`src/sac_pkg.sv`:
```
/*
 * Constants for the converter sequencer control block: register byte
 * addresses, field positions, reset values and mode codes.
 * Assumes an APB slave with 32-bit data; registers are 16 bits in the low half.
 */
// Contract
// - Simultaneous sampling takes all four channels (count 1x) or channels 0 and 1 (01).
// - In 12-bit mode simultaneous bit, channel count and channel 1-3 selects read zero.
// - Auto-start sets the sampling bit right after a conversion finishes.
// - Trigger 000 ends sampling by software clear; other triggers clear it by hardware.
// - Done flag sets when conversion completes, clears when a new one starts.
// - Software writing zero clears done; writing one never sets it.
// - Reference select 000/001/010/011 pick references; 1xx acts as 000.
// - Scan enable steps channel 0 positive input through scan list in set A.
// - Channel count 00 converts channel 0, 01 channels 0-1, 1x channels 0-3.
// - Buffer half status reads one while second half fills in split mode.
// - Increment field N steps DMA address every N+1 operations.
// - Split mode alternates buffer halves each step, else restarts at start.
// - Alternate mode uses set A then set B selects alternately.
// - Clock source one picks RC clock and ignores divider; zero uses divider.
// - Auto sample time counts 0-31 conversion clocks when trigger is internal counter.
// - Conversion clock period is instruction period times divider plus one.
// - DMA buffer length field gives two to its value words per input.
// - Channel 1-3 positive select picks inputs 0-2 when zero, 3-5 when one.
// - Channel 1-3 negative select 0x reference, 10 inputs 6-8, 11 inputs 9-11.
// - Channel 0 negative select one picks input 1, zero picks reference.
// - Channel 0 positive select picks input 0-31 by value.
// - Trigger source 000 software, 001 pin, 010 timer, 011 PWM, 111 counter.
// - Resolution bit one is 12-bit single channel, zero 10-bit four channel.
package sac_pkg;
  // ****************************************************************
  // Register map
  // ****************************************************************
  localparam logic [7:0] ADDR_CON1 = 8'h00;
  localparam logic [7:0] ADDR_CON2 = 8'h04;
  localparam logic [7:0] ADDR_CON3 = 8'h08;
  localparam logic [7:0] ADDR_CON4 = 8'h0C;
  localparam logic [7:0] ADDR_CHS123 = 8'h10;
  localparam logic [7:0] ADDR_CHS0 = 8'h14;
  localparam logic [7:0] ADDR_STAT = 8'h18;
  localparam logic [15:0] RESET_VAL = 16'h0000;
  localparam logic [4:0] SCAN_PTR_RESET = 5'h1F;
  // Writable masks; the hardware-owned bits are handled separately.
  localparam logic [15:0] MASK_CON1 = 16'hB7EC;
  localparam logic [15:0] MASK_CON2 = 16'hE73F;
  localparam logic [15:0] MASK_CON3 = 16'h9FFF;
  localparam logic [15:0] MASK_CON4 = 16'h0007;
  localparam logic [15:0] MASK_CHS123 = 16'h0707;
  localparam logic [15:0] MASK_CHS0 = 16'h9F9F;
  localparam int BIT_ON = 15;
  localparam int BIT_RES = 10;
  localparam int BIT_SIM = 3;
  localparam int BIT_SAMPLE_AUTO_START = 2;
  localparam int BIT_SAMPLING_BIT = 1;
  localparam int BIT_DONE = 0;
  localparam int BIT_SCAN = 10;
  localparam int BIT_BUFFER_HALF_STATUS = 7;
  localparam int BIT_SPLIT_BUFFER_MODE = 1;
  localparam int BIT_ALTERNATE_SAMPLE_MODE = 0;
  localparam int BIT_RC = 15;
  localparam logic [2:0] TRIG_SW = 3'h0;
  localparam logic [2:0] TRIG_PIN = 3'h1;
  localparam logic [2:0] TRIG_TMR = 3'h2;
  localparam logic [2:0] TRIG_PWM = 3'h3;
  localparam logic [2:0] TRIG_CNT = 3'h7;
  localparam logic [7:0] DIV_MAX = 8'h3F;
  // Last conversion clock count for each resolution; a conversion lasts one period more.
  localparam logic [3:0] CONV_TAD_10 = 4'hC;
  localparam logic [3:0] CONV_TAD_12 = 4'hE;
  typedef enum logic [2:0] {
    SAC_IDLE = 3'b001,
    SAC_SAMPLE = 3'b010,
    SAC_CONVERT = 3'b100
  } sac_state_e;
endpackage : sac_pkg

```
`src/sac_top.sv`:
```
/*
 * Sequencer control for one successive-approximation converter: APB
 * registers, sample/convert sequencing, conversion clock, input selects and
 * DMA address stepping.
 * Assumes triggers, RC clock tick and scan list arrive synchronous to clock.
 */
// The register addresses and the APB interface to the registers were decided locally.
module sac_top (
  input wire logic clock,
  input wire logic reset_n,
  input wire logic psel,
  input wire logic penable,
  input wire logic pwrite,
  input wire logic [7:0] paddr,
  input wire logic [31:0] pwdata,
  output logic [31:0] prdata,
  output logic pready,
  output logic pslverr,
  input wire logic trig_pin,
  input wire logic trig_timer,
  input wire logic trig_pwm,
  input wire logic rc_tick,
  input wire logic [31:0] scan_list,
  output logic sampling,
  output logic converting,
  output logic [1:0] active_channel,
  output logic simultaneous,
  output logic [4:0] ch0_pos,
  output logic ch0_neg_input,
  output logic [3:0] ch123_pos_base,
  output logic [3:0] ch123_neg_base,
  output logic ch123_neg_is_ref,
  output logic ext_ref_pos,
  output logic ext_ref_neg,
  output logic dma_step,
  output logic [3:0] buffer_words_log
);
  // ****************************************************************
  // Registers
  // ****************************************************************
  logic [15:0] con1_reg, con2_reg, con3_reg, con4_reg, chs123_reg, chs0_reg;
  logic sampling_bit_reg, done_reg, buffer_half_status_reg, alt_b_reg;
  logic [7:0] tad_cnt_reg;
  logic tad_tick;
  logic [4:0] auto_sample_time_cnt_reg;
  logic [3:0] conv_cnt_reg, increment_rate_field_cnt_reg;
  logic [4:0] scan_ptr_reg;
  logic [1:0] chan_cnt_reg;
  sac_pkg::sac_state_e state_reg;
  logic wr, rd, mapped;
  logic res12, on, trig_hw, start_conv, conv_end;
  logic [2:0] trigger_source_sel;
  logic [1:0] channel_count_sel_eff;
  assign wr = psel && penable && pwrite;
  assign rd = psel && !pwrite;
  assign on = con1_reg[sac_pkg::BIT_ON];
  assign res12 = con1_reg[sac_pkg::BIT_RES];
  assign trigger_source_sel = con1_reg[7:5];
  assign channel_count_sel_eff = res12 ? 2'h0 : con2_reg[9:8];
  assign mapped = paddr <= sac_pkg::ADDR_STAT && paddr[1:0] == 2'h0;

  // ****************************************************************
  // Bus slave: zero wait states, error on unmapped address
  // ****************************************************************
  always_ff @(posedge clock or negedge reset_n) begin
    if (!reset_n) begin
      con1_reg <= sac_pkg::RESET_VAL;
      con2_reg <= sac_pkg::RESET_VAL;
      con3_reg <= sac_pkg::RESET_VAL;
      con4_reg <= sac_pkg::RESET_VAL;
      chs123_reg <= sac_pkg::RESET_VAL;
      chs0_reg <= sac_pkg::RESET_VAL;
    end else if (wr) begin
      unique case (paddr)
        sac_pkg::ADDR_CON1: con1_reg <= pwdata[15:0] & sac_pkg::MASK_CON1;
        sac_pkg::ADDR_CON2: con2_reg <= pwdata[15:0] & sac_pkg::MASK_CON2;
        sac_pkg::ADDR_CON3: con3_reg <= pwdata[15:0] & sac_pkg::MASK_CON3;
        sac_pkg::ADDR_CON4: con4_reg <= pwdata[15:0] & sac_pkg::MASK_CON4;
        sac_pkg::ADDR_CHS123: chs123_reg <= pwdata[15:0] & sac_pkg::MASK_CHS123;
        sac_pkg::ADDR_CHS0: chs0_reg <= pwdata[15:0] & sac_pkg::MASK_CHS0;
        default: ;
      endcase
    end
  end

  // Read view hides fields that do not exist in 12-bit mode.
  logic [15:0] rd_view;
  always_comb begin
    rd_view = 16'h0000;
    unique case (paddr)
      sac_pkg::ADDR_CON1: begin
        rd_view = con1_reg;
        rd_view[sac_pkg::BIT_SIM] = con1_reg[sac_pkg::BIT_SIM] & !res12;
        rd_view[sac_pkg::BIT_SAMPLING_BIT] = sampling_bit_reg;
        rd_view[sac_pkg::BIT_DONE] = done_reg;
      end
      sac_pkg::ADDR_CON2: begin
        rd_view = {con2_reg[15:10], channel_count_sel_eff, buffer_half_status_reg, con2_reg[6:0]};
      end
      sac_pkg::ADDR_CON3: rd_view = con3_reg;
      sac_pkg::ADDR_CON4: rd_view = con4_reg;
      sac_pkg::ADDR_CHS123: rd_view = res12 ? 16'h0000 : chs123_reg;
      sac_pkg::ADDR_CHS0: rd_view = chs0_reg;
      sac_pkg::ADDR_STAT: rd_view = {11'h000, scan_ptr_reg};
      default: rd_view = 16'h0000;
    endcase
  end

  always_ff @(posedge clock or negedge reset_n) begin
    if (!reset_n) begin
      prdata <= 32'h00000000;
      pready <= 1'b0;
      pslverr <= 1'b0;
    end else begin
      pready <= psel && !penable;
      pslverr <= psel && !penable && !mapped;
      prdata <= (rd && !penable) ? {16'h0000, rd_view} : 32'h00000000;
    end
  end

  // ****************************************************************
  // Conversion clock
  // ****************************************************************
  // Divider counts instruction clocks; reserved divider values are clamped.
  logic [7:0] div_eff;
  assign div_eff = con3_reg[7:0] > sac_pkg::DIV_MAX ? sac_pkg::DIV_MAX : con3_reg[7:0];
  // The count rests in RC mode and wraps at or above the limit, so a smaller divider takes effect at once.
  assign tad_tick = con3_reg[sac_pkg::BIT_RC] ? rc_tick : (tad_cnt_reg >= div_eff);
  always_ff @(posedge clock or negedge reset_n) begin
    if (!reset_n) begin
      tad_cnt_reg <= 8'h00;
    end else if (!on || tad_tick || con3_reg[sac_pkg::BIT_RC]) begin
      tad_cnt_reg <= 8'h00;
    end else begin
      tad_cnt_reg <= tad_cnt_reg + 8'h01;
    end
  end

  // ****************************************************************
  // Sample and convert sequence
  // ****************************************************************
  always_comb begin
    unique case (trigger_source_sel)
      sac_pkg::TRIG_PIN: trig_hw = trig_pin;
      sac_pkg::TRIG_TMR: trig_hw = trig_timer;
      sac_pkg::TRIG_PWM: trig_hw = trig_pwm;
      sac_pkg::TRIG_CNT: trig_hw = tad_tick && auto_sample_time_cnt_reg == con3_reg[12:8];
      default: trig_hw = 1'b0;
    endcase
  end
  logic sw_sampling_bit_wr;
  assign sw_sampling_bit_wr = wr && paddr == sac_pkg::ADDR_CON1;
  assign start_conv = state_reg == sac_pkg::SAC_SAMPLE &&
    (trigger_source_sel == sac_pkg::TRIG_SW ? (sw_sampling_bit_wr && !pwdata[sac_pkg::BIT_SAMPLING_BIT]) : trig_hw);
  assign conv_end = state_reg == sac_pkg::SAC_CONVERT && tad_tick &&
    conv_cnt_reg == (res12 ? sac_pkg::CONV_TAD_12 : sac_pkg::CONV_TAD_10) &&
    (con1_reg[sac_pkg::BIT_SIM] || chan_cnt_reg == channel_count_sel_eff_max(channel_count_sel_eff));

  function automatic logic [1:0] channel_count_sel_eff_max(input logic [1:0] c);
    channel_count_sel_eff_max = c[1] ? 2'h3 : {1'b0, c[0]};
  endfunction : channel_count_sel_eff_max

  always_ff @(posedge clock or negedge reset_n) begin
    if (!reset_n) begin
      state_reg <= sac_pkg::SAC_IDLE;
      sampling_bit_reg <= 1'b0;
    end else if (!on) begin
      state_reg <= sac_pkg::SAC_IDLE;
      sampling_bit_reg <= 1'b0;
    end else begin
      unique case (state_reg)
        sac_pkg::SAC_IDLE: begin
          if ((sw_sampling_bit_wr && pwdata[sac_pkg::BIT_SAMPLING_BIT]) || con1_reg[sac_pkg::BIT_SAMPLE_AUTO_START]) begin
            state_reg <= sac_pkg::SAC_SAMPLE;
            sampling_bit_reg <= 1'b1;
          end
        end
        sac_pkg::SAC_SAMPLE: begin
          if (start_conv) begin
            state_reg <= sac_pkg::SAC_CONVERT;
            sampling_bit_reg <= 1'b0;
          end
        end
        sac_pkg::SAC_CONVERT: begin
          if (conv_end) begin
            state_reg <= con1_reg[sac_pkg::BIT_SAMPLE_AUTO_START] ? sac_pkg::SAC_SAMPLE : sac_pkg::SAC_IDLE;
            sampling_bit_reg <= con1_reg[sac_pkg::BIT_SAMPLE_AUTO_START];
          end
        end
      endcase
    end
  end

  // Sample time and conversion length counters, both in conversion clocks.
  always_ff @(posedge clock or negedge reset_n) begin
    if (!reset_n) begin
      auto_sample_time_cnt_reg <= 5'h00;
      conv_cnt_reg <= 4'h0;
      chan_cnt_reg <= 2'h0;
    end else begin
      if (state_reg != sac_pkg::SAC_SAMPLE) begin
        auto_sample_time_cnt_reg <= 5'h00;
      end else if (tad_tick && auto_sample_time_cnt_reg != 5'h1F) begin
        auto_sample_time_cnt_reg <= auto_sample_time_cnt_reg + 5'h01;
      end
      if (state_reg != sac_pkg::SAC_CONVERT) begin
        conv_cnt_reg <= 4'h0;
        chan_cnt_reg <= 2'h0;
      end else if (tad_tick) begin
        if (conv_cnt_reg == (res12 ? sac_pkg::CONV_TAD_12 : sac_pkg::CONV_TAD_10)) begin
          conv_cnt_reg <= 4'h0;
          chan_cnt_reg <= chan_cnt_reg + 2'h1;
        end else begin
          conv_cnt_reg <= conv_cnt_reg + 4'h1;
        end
      end
    end
  end

  // Set beats a software clear in the same cycle.
  always_ff @(posedge clock or negedge reset_n) begin
    if (!reset_n) begin
      done_reg <= 1'b0;
    end else if (conv_end) begin
      done_reg <= 1'b1;
    end else if (start_conv) begin
      done_reg <= 1'b0;
    end else if (sw_sampling_bit_wr && !pwdata[sac_pkg::BIT_DONE]) begin
      done_reg <= 1'b0;
    end
  end

  // ****************************************************************
  // Sample sets, scan, buffer stepping
  // ****************************************************************
  // The pointer holds the last scanned input; reset parks it on the top input,
  // so the lowest selected input is converted first.
  logic [4:0] scan_next;
  always_comb begin
    scan_next = scan_ptr_reg;
    for (int i = 1; i <= 32; i++) begin
      if (scan_next == scan_ptr_reg && scan_list[5'(scan_ptr_reg + 5'(i))]) begin
        scan_next = 5'(scan_ptr_reg + 5'(i));
      end
    end
  end
  always_ff @(posedge clock or negedge reset_n) begin
    if (!reset_n) begin
      alt_b_reg <= 1'b0;
      scan_ptr_reg <= sac_pkg::SCAN_PTR_RESET;
      increment_rate_field_cnt_reg <= 4'h0;
      buffer_half_status_reg <= 1'b0;
      dma_step <= 1'b0;
    end else begin
      dma_step <= 1'b0;
      if (conv_end) begin
        alt_b_reg <= con2_reg[sac_pkg::BIT_ALTERNATE_SAMPLE_MODE] && !alt_b_reg;
        if (!alt_b_reg && con2_reg[sac_pkg::BIT_SCAN]) begin
          scan_ptr_reg <= scan_next;
        end
        if (increment_rate_field_cnt_reg == con2_reg[5:2]) begin
          increment_rate_field_cnt_reg <= 4'h0;
          dma_step <= 1'b1;
          buffer_half_status_reg <= con2_reg[sac_pkg::BIT_SPLIT_BUFFER_MODE] && !buffer_half_status_reg;
        end else begin
          increment_rate_field_cnt_reg <= increment_rate_field_cnt_reg + 4'h1;
        end
      end
    end
  end

  // ****************************************************************
  // Registered selects toward the analog front end
  // ****************************************************************
  logic [7:0] set_sel0;
  logic [2:0] set_sel123;
  assign set_sel0 = alt_b_reg ? chs0_reg[15:8] : chs0_reg[7:0];
  assign set_sel123 = alt_b_reg ? chs123_reg[10:8] : chs123_reg[2:0];
  always_ff @(posedge clock or negedge reset_n) begin
    if (!reset_n) begin
      sampling <= 1'b0;
      converting <= 1'b0;
      active_channel <= 2'h0;
      simultaneous <= 1'b0;
      ch0_pos <= 5'h00;
      ch0_neg_input <= 1'b0;
      ch123_pos_base <= 4'h0;
      ch123_neg_base <= 4'h0;
      ch123_neg_is_ref <= 1'b1;
      ext_ref_pos <= 1'b0;
      ext_ref_neg <= 1'b0;
      buffer_words_log <= 4'h0;
    end else begin
      sampling <= sampling_bit_reg;
      converting <= state_reg == sac_pkg::SAC_CONVERT;
      active_channel <= chan_cnt_reg;
      simultaneous <= con1_reg[sac_pkg::BIT_SIM] && !res12 && channel_count_sel_eff != 2'h0;
      ch0_pos <= (!alt_b_reg && con2_reg[sac_pkg::BIT_SCAN]) ? scan_next : set_sel0[4:0];
      ch0_neg_input <= set_sel0[7];
      ch123_pos_base <= set_sel123[0] ? 4'h3 : 4'h0;
      ch123_neg_is_ref <= !set_sel123[2];
      ch123_neg_base <= set_sel123[1] ? 4'h9 : 4'h6;
      ext_ref_pos <= !con2_reg[15] && con2_reg[13];
      ext_ref_neg <= !con2_reg[15] && con2_reg[14];
      buffer_words_log <= {1'b0, con4_reg[2:0]};
    end
  end
endmodule : sac_top

```
`config.mk`:
```
export PLATFORM = sky130hd
export DESIGN_NAME = sac_top
export DESIGN_NICKNAME = d
export VERILOG_FILES = /design/src/sac_pkg.sv /design/src/sac_top.sv
export SDC_FILE = /design/constraint.sdc
export NUM_CORES = 1
export LEC_CHECK = 0
export BUFFER_PORTS_ARGS = -buffer_cell sky130_fd_sc_hd__buf_2
export CAP_MARGIN = 15
export CORE_MARGIN = 2
export CORE_UTILIZATION = 45
export DETAILED_ROUTE_END_ITERATION = 7
export GPL_TIMING_DRIVEN = 0
export HOLD_SLACK_MARGIN = 0.12
export PLACE_DENSITY = 0.65
export SLEW_MARGIN = 10
export SYNTH_ARGS = -nofsm -noshare
export SYNTH_HDL_FRONTEND = slang
export SYNTH_SLANG_ARGS = --single-unit
export TNS_END_PERCENT = 30
```
`constraint.sdc`:
```
create_clock -name clock -period 40.6 [get_ports clock]
set_input_delay 8.12 -clock clock [delete_from_list [all_inputs] [get_ports clock]]
set_output_delay 8.12 -clock clock [all_outputs]
set_load 0.05 [all_outputs]
```
## Word-level counts from Yosys, hierarchy flattened

Cells that the tools add are included.

| word-level totals | value |
|---|---|
| bits in latches | 0 |
| input port bits | 81 |
| bits in writable memories | 0 |
| logic and storage cells | 384 |
| memories | 0 |
| flip-flop bits (word level) | 135 |
| ROM bits | 0 |

| cells by class | value |
|---|---|
| divide/modulo/power cells | 0 |
| multiplexer cells | 137 |
| reductions and logical operators | 88 |
| order comparisons | 35 |
| shifts and indexed selects | 0 |
| eq/ne operators | 54 |
| bitwise gates (word level) | 1 |
| $add $sub $neg | 36 |
| multipliers | 0 |

Operators with widths:

| cell | number |
|---|---|
| < comparator 5 x 6 -> 1 bit, second input constant | 32 |
| two-way mux 5 bit | 35 |
| binary-select mux 1 bit (select 5 bit) | 32 |
| equality test 5 bit | 32 |
| case mux 16 bit (7 select lines) | 1 |
| adder 5 bit, second input constant | 16 |
| logical AND 1 bit | 55 |
| two-way mux 1 bit | 43 |
| adder 5 x 4 -> 5 bit, second input constant | 8 |
| equality test 8 x 5 -> 1 bit, second input constant | 3 |
| two-way mux 8 bit | 3 |
| adder 5 x 3 -> 5 bit, second input constant | 4 |
| two-way mux 4 bit | 5 |
| AND reduction 2 bit | 9 |
| equality test 8 x 4 -> 1 bit, second input constant | 2 |
| two-way mux 16 bit | 1 |
| two-way mux 2 bit | 8 |
| two-way mux 3 bit | 5 |
| inequality test 3 bit, second input constant | 4 |
| zero test 1 bit | 11 |
| two-way mux 11 bit | 1 |
| adder 5 x 1 -> 5 bit, second input constant | 2 |
| adder 5 x 2 -> 5 bit, second input constant | 2 |
| equality test 3 x 2 -> 1 bit, second input constant | 3 |
| 24 further kinds | 34 |

## Longest topological paths before layout

Gate-level depths: netlist of run 1.

| depth | value |
|---|---|
| depth in word-level cells | 98 |
| mapped depth | 52 |
| mapped depth without buffers | 37 |

## Worst setup path before layout of run 1

OpenSTA, ideal clock, no wires.

| timing | value |
|---|---|
| path type | input to register |
| start | in scan_list[18] |
| end | reg ch0_pos[3] |
| stages on the path | 38 |
| path buffers | 3 |
| slack | 22.536 ns |
| data required time | 40.474 ns |
| arrival time | 17.938 ns |
| setup time | 0.126 ns |
| path through | mux4_2 > mux2_2 > nand3_1 > o31ai_2 > or4b_1 > buf_2 > a2bb2oi_1 > a2111o_1 > and2_4 > or3_4 > nor4_4 > a211oi_4 > xnor2_2 > or4b_1 > a21oi_1 > o21ai_1 > o22ai_2 > o22ai_1 > [... 2 more ...] > buf_6 > mux2i_1 > nor4_2 > a211oi_1 > or3_1 > buf_2 > nand4b_4 > mux2i_4 > or3_1 > o21bai_1 > nand3b_1 > or4_1 > nand2_2 > nand4bb_1 > and4bb_4 > nor3_1 > a211oi_1 > a221o_1 |

| on the way | value |
|---|---|
| longest elaborated chain between the ends | 97 |

RTL lines:

| element | line | text |
|---|---|---|
| from (decl) | sac_top.sv:23 | `input wire logic [31:0] scan_list,` |
| binary-select mux 1 bit (select 5 bit) | sac_top.sv:242 | `if (scan_next == scan_ptr_reg && scan_list[5'(scan_ptr_reg + 5'(i))]) begin` |
| two-way mux 1 bit (implied by the code) | sac_top.sv:242 |  |
| two-way mux 5 bit | sac_top.sv:242 |  |
| equality test 5 bit | sac_top.sv:242 |  |
| logical AND 1 bit | sac_top.sv:242 |  |
| two-way mux 5 bit | sac_top.sv:242 |  |
| equality test 5 bit | sac_top.sv:242 |  |
| logical AND 1 bit | sac_top.sv:242 |  |
| [... 81 more ...] | -- |  |
| two-way mux 5 bit | sac_top.sv:242 |  |
| equality test 5 bit | sac_top.sv:242 |  |
| logical AND 1 bit | sac_top.sv:242 |  |
| two-way mux 5 bit | sac_top.sv:242 |  |
| equality test 5 bit | sac_top.sv:242 |  |
| logical AND 1 bit | sac_top.sv:242 |  |
| two-way mux 5 bit * | sac_top.sv:242 |  |
| two-way mux 5 bit * | sac_top.sv:298 | `ch0_pos <= (!alt_b_reg && con2_reg[sac_pkg::BIT_SCAN]) ? scan_next : set_sel0[4:0];` |
| to (signal assigned) | sac_top.sv:298 |  |
| to (decl) | sac_top.sv:28 | `output logic [4:0] ch0_pos,` |

Every way passes the cells marked *; elsewhere a longest branch is shown, timed or not. The select of a mux whose other input is x is not followed.
A chain may end at the register's enable or synchronous reset.

## Worst setup path in the final report of run 1

| timing | value |
|---|---|
| start | in scan_list[9] |
| end | reg ch0_pos[3] |

Same word-level chain as after synthesis.

==> impl_metrics.tcl, run 1 <==
set metrics [dict create \
    status "complete, but fails checks" \
    violations "DRC" \
    initial_core_util_pct 45.9 \
    fin_crit_sh_pct 49.6 \
    rsz0062_at_grt "false" \
    worst_pin_slew_ps 1230 \
    drive_gt1_share_pct 24.7 \
    synthCells 1575 \
    cts_buffers 17 \
    startpoint_type "input pin" \
    fin_crit_ps 20150 \
    cts_resized 0 \
    dr.pass1.iters 8 \
    power_uw 405 \
    place.gp.congestion 0.983 \
    wl_um 53700 \
    drcViolationCount 1 \
    via_count 14200 \
    finalClockSkew_ps 9.02 \
    die_w_um 181 \
    synth.area.mux_share_pct 20.8 \
    grt_overflow_total 0 \
    fmax_mhz 49.6 \
    yosys.area_share.adder_pct 2.22 \
    cts.clk_slew.worst_paths_ps 60 \
    track_usage_pct 32.2 \
    synth_edf_count 0 \
    crit_start "scan_list[9]" \
    synth.avg_cell_area_um2 8.96 \
    syn-cell-area_um2 14100 \
    die_area_um2 32800 \
    power_density_nw_per_um2 25.6 \
    vdd_drop_max_mv 0.0303 \
    synth_flop_cell "dfrtp_1" \
    final_antenna_net_count 0 \
    worst_setup_path_endpoint "ch0_pos[3]" \
    synth-xor-area-share_pct 3.82 \
    yosys.area_share.simple_pct 21.6 \
    cpMaxStageDelayCell "nor4_1" \
    hp-class "reg -> reg" \
    netlist.area_leader.share_pct 22.0 \
    combPwrFrac_pct 30.6 \
    portBuffers 104 \
    pin_count 142 \
    antenna_found_initial 2 \
    crit-reg2reg-launch "scan_ptr_reg[1]" \
    core_area_um2 30700 \
    cts.sinks 131 \
    synth.area.top_cells "dfrtp_1 22%, mux2_2 7.7%, mux2i_1 6.7%, mux4_2 4.8%, nand2_1 3.6%" \
    insertion_delay_ps 420 \
    critPathBufInv 4 \
    ff2ff_path_depth 48 \
    r2r_end "ch0_pos[3]" \
    cts_hold_buf 0 \
    leakage_nw 6.89 \
    finalMaxSlewViolations 0 \
    hold_viol_final 0 \
    maxCapViolations 0 \
    critPathKind "in -> reg" \
    critical_path_depth 39 \
    path_max_fanout 10 \
    largest_reg_flops 16 \
    ys_types 132 \
    cp.arrival_ps 20430 \
    first_global_vias 13200 \
    critPathRequiredTime_ps 40880 \
    hold-worst-slack_ps 429 \
    synth_compound_area_share_pct 22.5 \
    relSlewSlack_pct 16.9 \
    async_flop_share_pct 100 \
    cts_buffer_depth 2 \
    h-tree-depth 4 \
    root_buffer "clkbuf_16" \
    place_ws_ps 20290 \
    power_frac_clock_pct 36.6 \
    routedWlPerCell_um 25.2 \
    worst_slack_ps 20450 \
    drtIter0Drc 1842 \
    setup_tns_ps 0 \
    fin_nets 1827 \
    setup_viol 0 \
    crit_family "simple AND/OR/NAND/NOR gates" \
    synth-seq-cells 131 \
    seq_area_frac_synth_pct 23.3 \
    crit_path_max_incr_delay_ps 760 \
    cts_tree "built" \
    grt_pass1_wl_um 81400 \
    p_int_uw 268 \
    syn_to_final_growth_pct 12.3 \
    swShare_pct 33.9 \
    synth_top_family_by_area "compound AO/OA/AOI/OAI gates" \
    r2r_slack_ps 23480 \
    p_sw_uw 137 \
    yosys.area.top_type "dfrtp_1" \
    hpwl_um 41500 \
    die_h_um 181 \
    critPathCaptureType "register" \
    post_cts_buffers 0 \
    grt_max_degree 70 \
    rows 64 \
    p_seq_share_pct 32.8 \
    avgViaCountPerCell 6.66 \
    ys_warn_count 0 \
]
==> per-layer routing <==
metal,vias up,track usage [%],wire [um]
met5,-,0,0
met4,0,9.40,1660
met3,132,7.22,6050
met2,794,49.3,23400
met1,6930,45.6,22600
li1,6321,-,-
==> worst min-delay path by stage <==
stage / slack, ps / cells past startpoint / from / end
floorplan: 370 / 0 / con4_reg[0] / buffer_words_log[0]
global placement: 410 / 0 / con4_reg[1] / buffer_words_log[1]
detailed placement: 400 / 0 / con4_reg[2] / buffer_words_log[2]
CTS: 420 / 0 / con4_reg[2] / buffer_words_log[2]
finish: 430 / 0 / con4_reg[2] / buffer_words_log[2]
global route: 430 / 0 / con4_reg[2] / buffer_words_log[2]
==> cell type report <==
| class | count | area [um2] |
|---|---|---|
| buffer | 107 | 689 |
| clock inverter | 12 | 136 |
| inverter | 31 | 116 |
| antenna | 2 | 5.00 |
| sequential | 131 | 3290 |
| clock buffer | 18 | 429 |
| fill | 2941 | 14900 |
| multi-input combinational | 1325 | 10100 |
| timing repair buffer | 108 | 576 |
| tap | 396 | 495 |
==> through the flow <==
step / std cells / utilization [%] / area (um2)
after floorplan: 1594 / - / 14200
after global placement: 2094 / 49.4 / 15200
after detailed placement: 2097 / 49.7 / 15300
after CTS: 2127 / 51.5 / 15800
after global routing: 2128 / 51.5 / 15800
final: 2130 / 51.5 / 15900
==> power groups by stage <==
stage                     combinational [mW]  clock, mW  sequential (mW)
final                                  0.124      0.148            0.133
after detailed placement               0.120          0            0.135
after CTS                              0.121      0.149            0.133
after floorplan                       0.0871          0            0.136
after global placement                 0.119          0            0.135
after global routing                   0.133      0.156            0.133
==> Yosys cell counts (all sizes together), types with 25 or more instances <==
master    n
mux4     32
ha       25
mux2i    97
nor2    128
clkbuf   33
o21ai    75
inv      29
nor3     42
nand2   137
nor4     25
dfrtp   124
mux2    108
xnor2    40
buf      73
nand3    59
o211ai   28
and3     25
a21oi    70
a211oi   27
==> worst reg2reg max path, delay by kind of cell (launching register included) <==
| family | cells | cell delay, ps |
|---|---|---|
| simple gates | 17 | 6180 |
| flops | 1 | 560 |
| xor+xnor | 1 | 220 |
| fa+ha+maj | 1 | 360 |
| buf+inv | 12 | 4690 |
| compound gates | 14 | 3960 |
| mux | 3 | 1020 |
==> logic make-up (layout without fill, tap and decap cells) <==
family | count (synthesis) | after routing
buffers and inverters | 138 | 276
other | 2 | 23
adders and majority gates | 25 | 25
AOI/OAI and AO/OA | 423 | 423
DFF | 131 | 131
and+or+nand+nor | 560 | 560
xor gates and xnor gates | 59 | 59
muxes | 237 | 237
==> placed cells by master, fill, tap and decap left out, types with 20 or more instances in the layout <==
| cell | instances |
|---|---|
| nand2_1 | 136 |
| nor2_1 | 127 |
| dfrtp_1 | 124 |
| buf_2 | 121 |
| mux2_2 | 96 |
| mux2i_1 | 94 |
| a21oi_1 | 68 |
| o21ai_0 | 63 |
| nand3_1 | 56 |
| nor3_1 | 37 |
| xnor2_1 | 36 |
| clkbuf_1 | 33 |
| mux4_2 | 30 |
| buf_4 | 29 |
| inv_1 | 27 |
| o211ai_1 | 27 |
| ha_1 | 25 |
| and3_1 | 23 |
| a211oi_1 | 23 |
| a21o_1 | 22 |
| buf_6 | 21 |
| conb_1 | 21 |
| a31oi_1 | 20 |
Note: power is estimated with default switching activity, not from simulation.
==> inputs of run 2 (changes only) <==
- ABC_AREA: unset -> 1
- clock period: 40.6 -> 19.35 ns (I/O delays scaled with it)
==> impl_metrics.tcl, run 2 <==
set metrics [dict create \
    leakage_nw 8.37 \
    drive_gt1_share_pct 28.8 \
    crit_path_max_incr_delay_ps 360 \
    ys_warn_count 0 \
    synth.area.top_cells "dfrtp_1 22%, nand2_1 15%, nand3_1 12%, o21ai_0 5.7%, inv_1 4.8%" \
    hold_viol_final 0 \
    diodes 0 \
    yosys.area.top_type "dfrtp_1" \
    power_density_nw_per_um2 70.7 \
    cpMaxStageDelayCell "mux2i_1" \
    final_cell_mix "526 x nand2_1, 254 x nand3_1, 179 x inv_1" \
    worst_slack_ps 810 \
    synth_flop_cell "dfrtp_1" \
    cts_hold_buf 0 \
    critPathRequiredTime_ps 19650 \
    grt_max_degree 69 \
    fin_crit_ps 18540 \
    die_w_um 181 \
    place.gp.congestion 1.01 \
    drcViolationCount 0 \
    hold_path.startpoint "sampling_bit_reg" \
    cp_common_cell "nand2_2" \
    syn-cell-area_um2 14100 \
    swShare_pct 45.3 \
    maxCapViolations 0 \
    routedWlPerCell_um 19.3 \
    critPathCaptureType "register" \
    hpwl_um 40000 \
    netlist.area_leader.share_pct 21.9 \
    synth.avg_cell_area_um2 6.66 \
    hold-worst-slack_ps 427 \
    track_usage_pct 30.6 \
    synth_edf_count 0 \
    finalMaxSlewViolations 0 \
    core_area_um2 30700 \
    root_buffer "clkbuf_16" \
    p_seq_share_pct 23.1 \
    grt_pass1_wl_um 79200 \
    setup_viol 0 \
    layout_commonest_cell "nand2_1" \
    critPathKind "in -> reg" \
    post-synth-top-count-cell "nand2_1" \
    h-tree-depth 4 \
    first_global_vias 14100 \
    avgViaCountPerCell 5.73 \
    p_int_uw 659 \
    p_sw_uw 546 \
    seq_area_frac_synth_pct 23.2 \
    power_mw 1.21 \
    finalClockSkew_ps 15.8 \
    die_area_um2 32900 \
    cts_buffer_depth 2 \
    crit-reg2reg-launch "scan_ptr_reg[2]" \
    synthTopCellsByCount "574 x nand2_1, 326 x nand3_1, 182 x inv_1" \
    status "finished clean" \
    combPwrFrac_pct 51.0 \
    cp.arrival_ps 18840 \
    relSlewSlack_pct 39.4 \
    ys_types 71 \
    grt_overflow_total 0 \
    synthCells 2122 \
    via_count 15600 \
    rows 64 \
    cts.clk_slew.worst_paths_ps 70 \
    cts.sinks 131 \
    final_antenna_net_count 0 \
    fmax_mhz 53.9 \
    place_ws_ps 90.6 \
    antenna_found_initial 1 \
    drtIter0Drc 1462 \
    path_max_fanout 10 \
    power_frac_clock_pct 25.8 \
    startpoint_type "input pin" \
    largest_reg_flops 16 \
    synth-seq-cells 131 \
    fin_crit_sh_pct 95.8 \
    async_flop_share_pct 100 \
    worst_pin_slew_ps 900 \
    die_h_um 181 \
    syn_to_final_growth_pct 20.5 \
    setup_tns_ps 0 \
    cts_tree "built" \
    vdd_drop_max_mv 0.0563 \
    hp-class "reg -> reg" \
    dr.pass1.iters 7 \
    wl_um 52600 \
    initial_core_util_pct 46.0 \
    insertion_delay_ps 430 \
    pin_count 142 \
    portBuffers 106 \
    fin_nets 2423 \
    crit_start "scan_list[23]" \
    cts_buffers 17 \
]
run 2: changes by cell type after synthesis, moves of 86 or more:
cell	before	now
nand2_1	136	574
o21ai_0	63	161
inv_1	27	182
nand3_1	56	326
nand2_2	1	95
mux2_2	96	0
mux2i_1	94	8
run 2: path summary, 6_finish.rpt:
check,slack [ps],endpoint,depth (start not counted)
worst max register to register,1760,ch0_pos[2],135
max in group asynchronous,15120,ch123_neg_is_ref,2
worst max-delay path,810,ch0_pos[2],127
worst min register to register,430,sampling,0
min in group asynchronous,3430,conv_cnt_reg[2],1
worst min-delay path,430,sampling,0
run 2: timing repair:
action,in CTS,in global routing
setup buffers,0,46
endpoints found under the hold margin,0,0
setup endpoints to repair,0,10
resized for setup,0,190
run 2: critical path, delay by kind of cell:
family / cells / cell delay [ps]
muxes: 1 / 360
AOI/OAI and AO/OA: 7 / 1440
and+or+nand+nor: 111 / 12150
buffers and inverters: 8 / 910
run 2: per-stage QoR:
step	instance area, um2	utilization (%)	std cells
finish	17000	55.4	2726
CTS	15800	51.5	2676
floorplan	14200	-	2141
global placement	15200	49.5	2643
global route	17000	55.4	2726
detailed placement	15300	49.7	2644
run 2: power groups by stage:
stage / Combinational, mW / Clock (mW) / Sequential, mW
floorplan: 0.404 / 0 / 0.286
global placement: 0.489 / 0 / 0.284
detailed placement: 0.500 / 0 / 0.284
CTS: 0.502 / 0.313 / 0.279
global route: 0.677 / 0.327 / 0.279
finish: 0.615 / 0.311 / 0.279
run 2: cells by family (layout without fill, tap and decap cells):
group                    Yosys count  in the layout  synth area share, %
AND/OR/NAND/NOR                 1325           1326                 47.3
buffers and inverters            310            498                 12.6
AO/OA/AOI/OAI                    280            280                 11.3
flip-flops                       131            131                 23.2
XOR/XNOR                          41             41                 2.73
adder cells (fa/ha/maj)           25             25                 2.21
multiplexers                       8              8                0.566
other                              2             21               0.0531
run 2: final cells by class:
type | count | area, um2
plain buffers | 95 | 932
clock buffers | 17 | 425
clock inverters | 15 | 134
fillers | 3066 | 13700
inverters | 215 | 857
multi-input cells | 1701 | 9970
flip-flops and latches | 131 | 3290
well taps | 396 | 495
repair buffers | 156 | 941
run 2: metal layers:
metal  up-vias  global-route usage, %  part of all wire (%)  wire (um)
met4         0                   8.39                   3.2       1670
met2       710                   46.8                    43      22700
li1       7433                      -                     -          -
met3       123                   4.01                   9.2       4820
met1      7360                   45.2                    44      23400
met5         -                      0                     0          0
==> inputs of run 3 (changes only) <==
- CAP_MARGIN: 15 -> 25
- CTS_BUF_LIST: unset -> sky130_fd_sc_hd__clkbuf_4 sky130_fd_sc_hd__clkbuf_8
==> impl_metrics.tcl, run 3 (synthesis results as in run 2) <==
set metrics [dict create \
    status "finished clean" \
    largest_reg_flops 16 \
    cp.arrival_ps 18930 \
    diodes 0 \
    die_w_um 181 \
    final_core_util_pct 54.7 \
    die_area_um2 32900 \
    core_area_um2 30700 \
    num-fill-cells 3092 \
    path_max_fanout 10 \
    antenna_found_initial 1 \
    root_buffer "clkbuf_8" \
    fin_nets 2423 \
    hp-class "reg -> reg" \
    cts.sinks 131 \
    hold_path.startpoint "chan_cnt_reg[0]" \
    wl_um 52300 \
    drcViolationCount 0 \
    routedWlPerCell_um 19.2 \
    cts_buffer_depth 2 \
    critPathRequiredTime_ps 19670 \
    pin_count 142 \
    fin_crit_ps 18610 \
    finalClockSkew_ps 15.4 \
    grt_overflow_total 0 \
    final-seq-area_um2 3290 \
    hold_viol_final 0 \
    drive_gt1_share_pct 28.8 \
    crit-reg2reg-launch "scan_ptr_reg[2]" \
    die_h_um 181 \
    dr.pass1.iters 6 \
    cts_hold_buf 0 \
    grt_max_degree 69 \
    avgViaCountPerCell 5.75 \
    track_usage_pct 30.5 \
    cpMaxStageDelayCell "mux2i_1" \
    hpwl_um 40000 \
    drtIter0Drc 1488 \
    setup_viol 0 \
    cp_common_cell "nand2_2" \
    setup_tns_ps 0 \
    startpoint_type "input pin" \
    portBuffers 106 \
    ff2ff_path_depth 136 \
    h-tree-depth 4 \
    initial_core_util_pct 46.0 \
    critPathCaptureType "register" \
    grt_pass1_wl_um 78800 \
    relSlewSlack_pct 39.8 \
    power_density_nw_per_um2 66.0 \
    hold_depth 0 \
    first_global_vias 14100 \
    r2r_end "ch0_pos[2]" \
    worst_pin_slew_ps 897 \
    via_count 15700 \
    rows 64 \
    multi_input_area_um2 9960 \
    fin_crit_sh_pct 96.2 \
    maxCapViolations 0 \
    hold-worst-slack_ps 433 \
    power_mw 1.11 \
    final_cell_mix "526 x nand2_1, 254 x nand3_1, 179 x inv_1" \
    cts_buffers 17 \
    leakage_nw 8.28 \
    min_to "active_channel[0]" \
    cts_tree "built" \
    final_antenna_net_count 0 \
    critPathKind "in -> reg" \
    cts.clk_slew.worst_paths_ps 90 \
    r2r_slack_ps 1580 \
    layout_commonest_cell "nand2_1" \
    place.gp.congestion 1.01 \
    finalMaxSlewViolations 0 \
    insertion_delay_ps 440 \
    fmax_mhz 53.7 \
    crit_path_max_incr_delay_ps 340 \
    syn_to_final_growth_pct 19.0 \
    vdd_drop_max_mv 0.0349 \
]
==> run 3: cell types whose count changed in the layout (fill, tap and decap cells not counted) <==
| cell | previous run | this run |
|---|---|---|
| buf_4 | 71 | 72 |
| nor2_4 | 34 | 33 |
| nor2_2 | 14 | 15 |
| clkbuf_8 | 28 | 45 |
| buf_12 | 2 | 1 |
| clkbuf_16 | 17 | 0 |
==> run 3: layer usage <==
metal	vias up	wire length, um	track usage [%]
met5	-	0	0
met4	0	1640	8.26
met3	121	4680	4.23
met2	713	22800	46.7
met1	7431	23300	44.8
li1	7423	-	-
==> run 3: layout make-up <==
| cell class | instances | share of cell area, % |
|---|---|---|
| plain buffers | 95 | 5.54 |
| repair buffers | 156 | 5.52 |
| well taps | 396 | 2.94 |
| multi-input cells | 1701 | 59.2 |
| clock buffers | 17 | 1.39 |
| inverters | 215 | 5.09 |
| flip-flops and latches | 131 | 19.5 |
| clock inverters | 15 | 0.796 |
==> run 3: power breakdown <==
group          total [mW]  switching, mW  internal, mW
logic               0.610          0.401         0.209
clock network       0.222          0.128        0.0946
registers           0.279        0.00223         0.276
==> run 3: worst max-delay path by stage <==
stage                        from          to  depth (start not counted)
finish              scan_list[23]  ch0_pos[2]                        129
floorplan           scan_list[22]  ch0_pos[2]                        131
CTS                 scan_list[22]  ch0_pos[2]                        126
detailed placement  scan_list[22]  ch0_pos[2]                        128
global route         scan_list[3]  ch0_pos[2]                        140
global placement    scan_list[22]  ch0_pos[2]                        126
==> run 3: critical path: cells and delay by family <==
| family | cells | cell delay (ps) |
|---|---|---|
| AO/OA/AOI/OAI | 7 | 1430 |
| buffers and inverters | 7 | 710 |
| multiplexers | 1 | 340 |
| AND/OR/NAND/NOR | 114 | 12510 |
==> run 3: repair_timing <==
| item | in CTS | in global routing |
|---|---|---|
| hold endpoints to repair | 0 | 0 |
| resized for setup | 0 | 189 |
| buffers inserted | 0 | 46 |
| setup endpoints to repair | 0 | 10 |
==> run 3: stage by stage <==
step	worst slack, ps	instances	area (um2)
finish	737	2726	16800
global route	-311	2726	16800
CTS	515	2676	15600
detailed placement	90.6	2644	15300
global placement	426	2643	15200
floorplan	2860	2141	14200
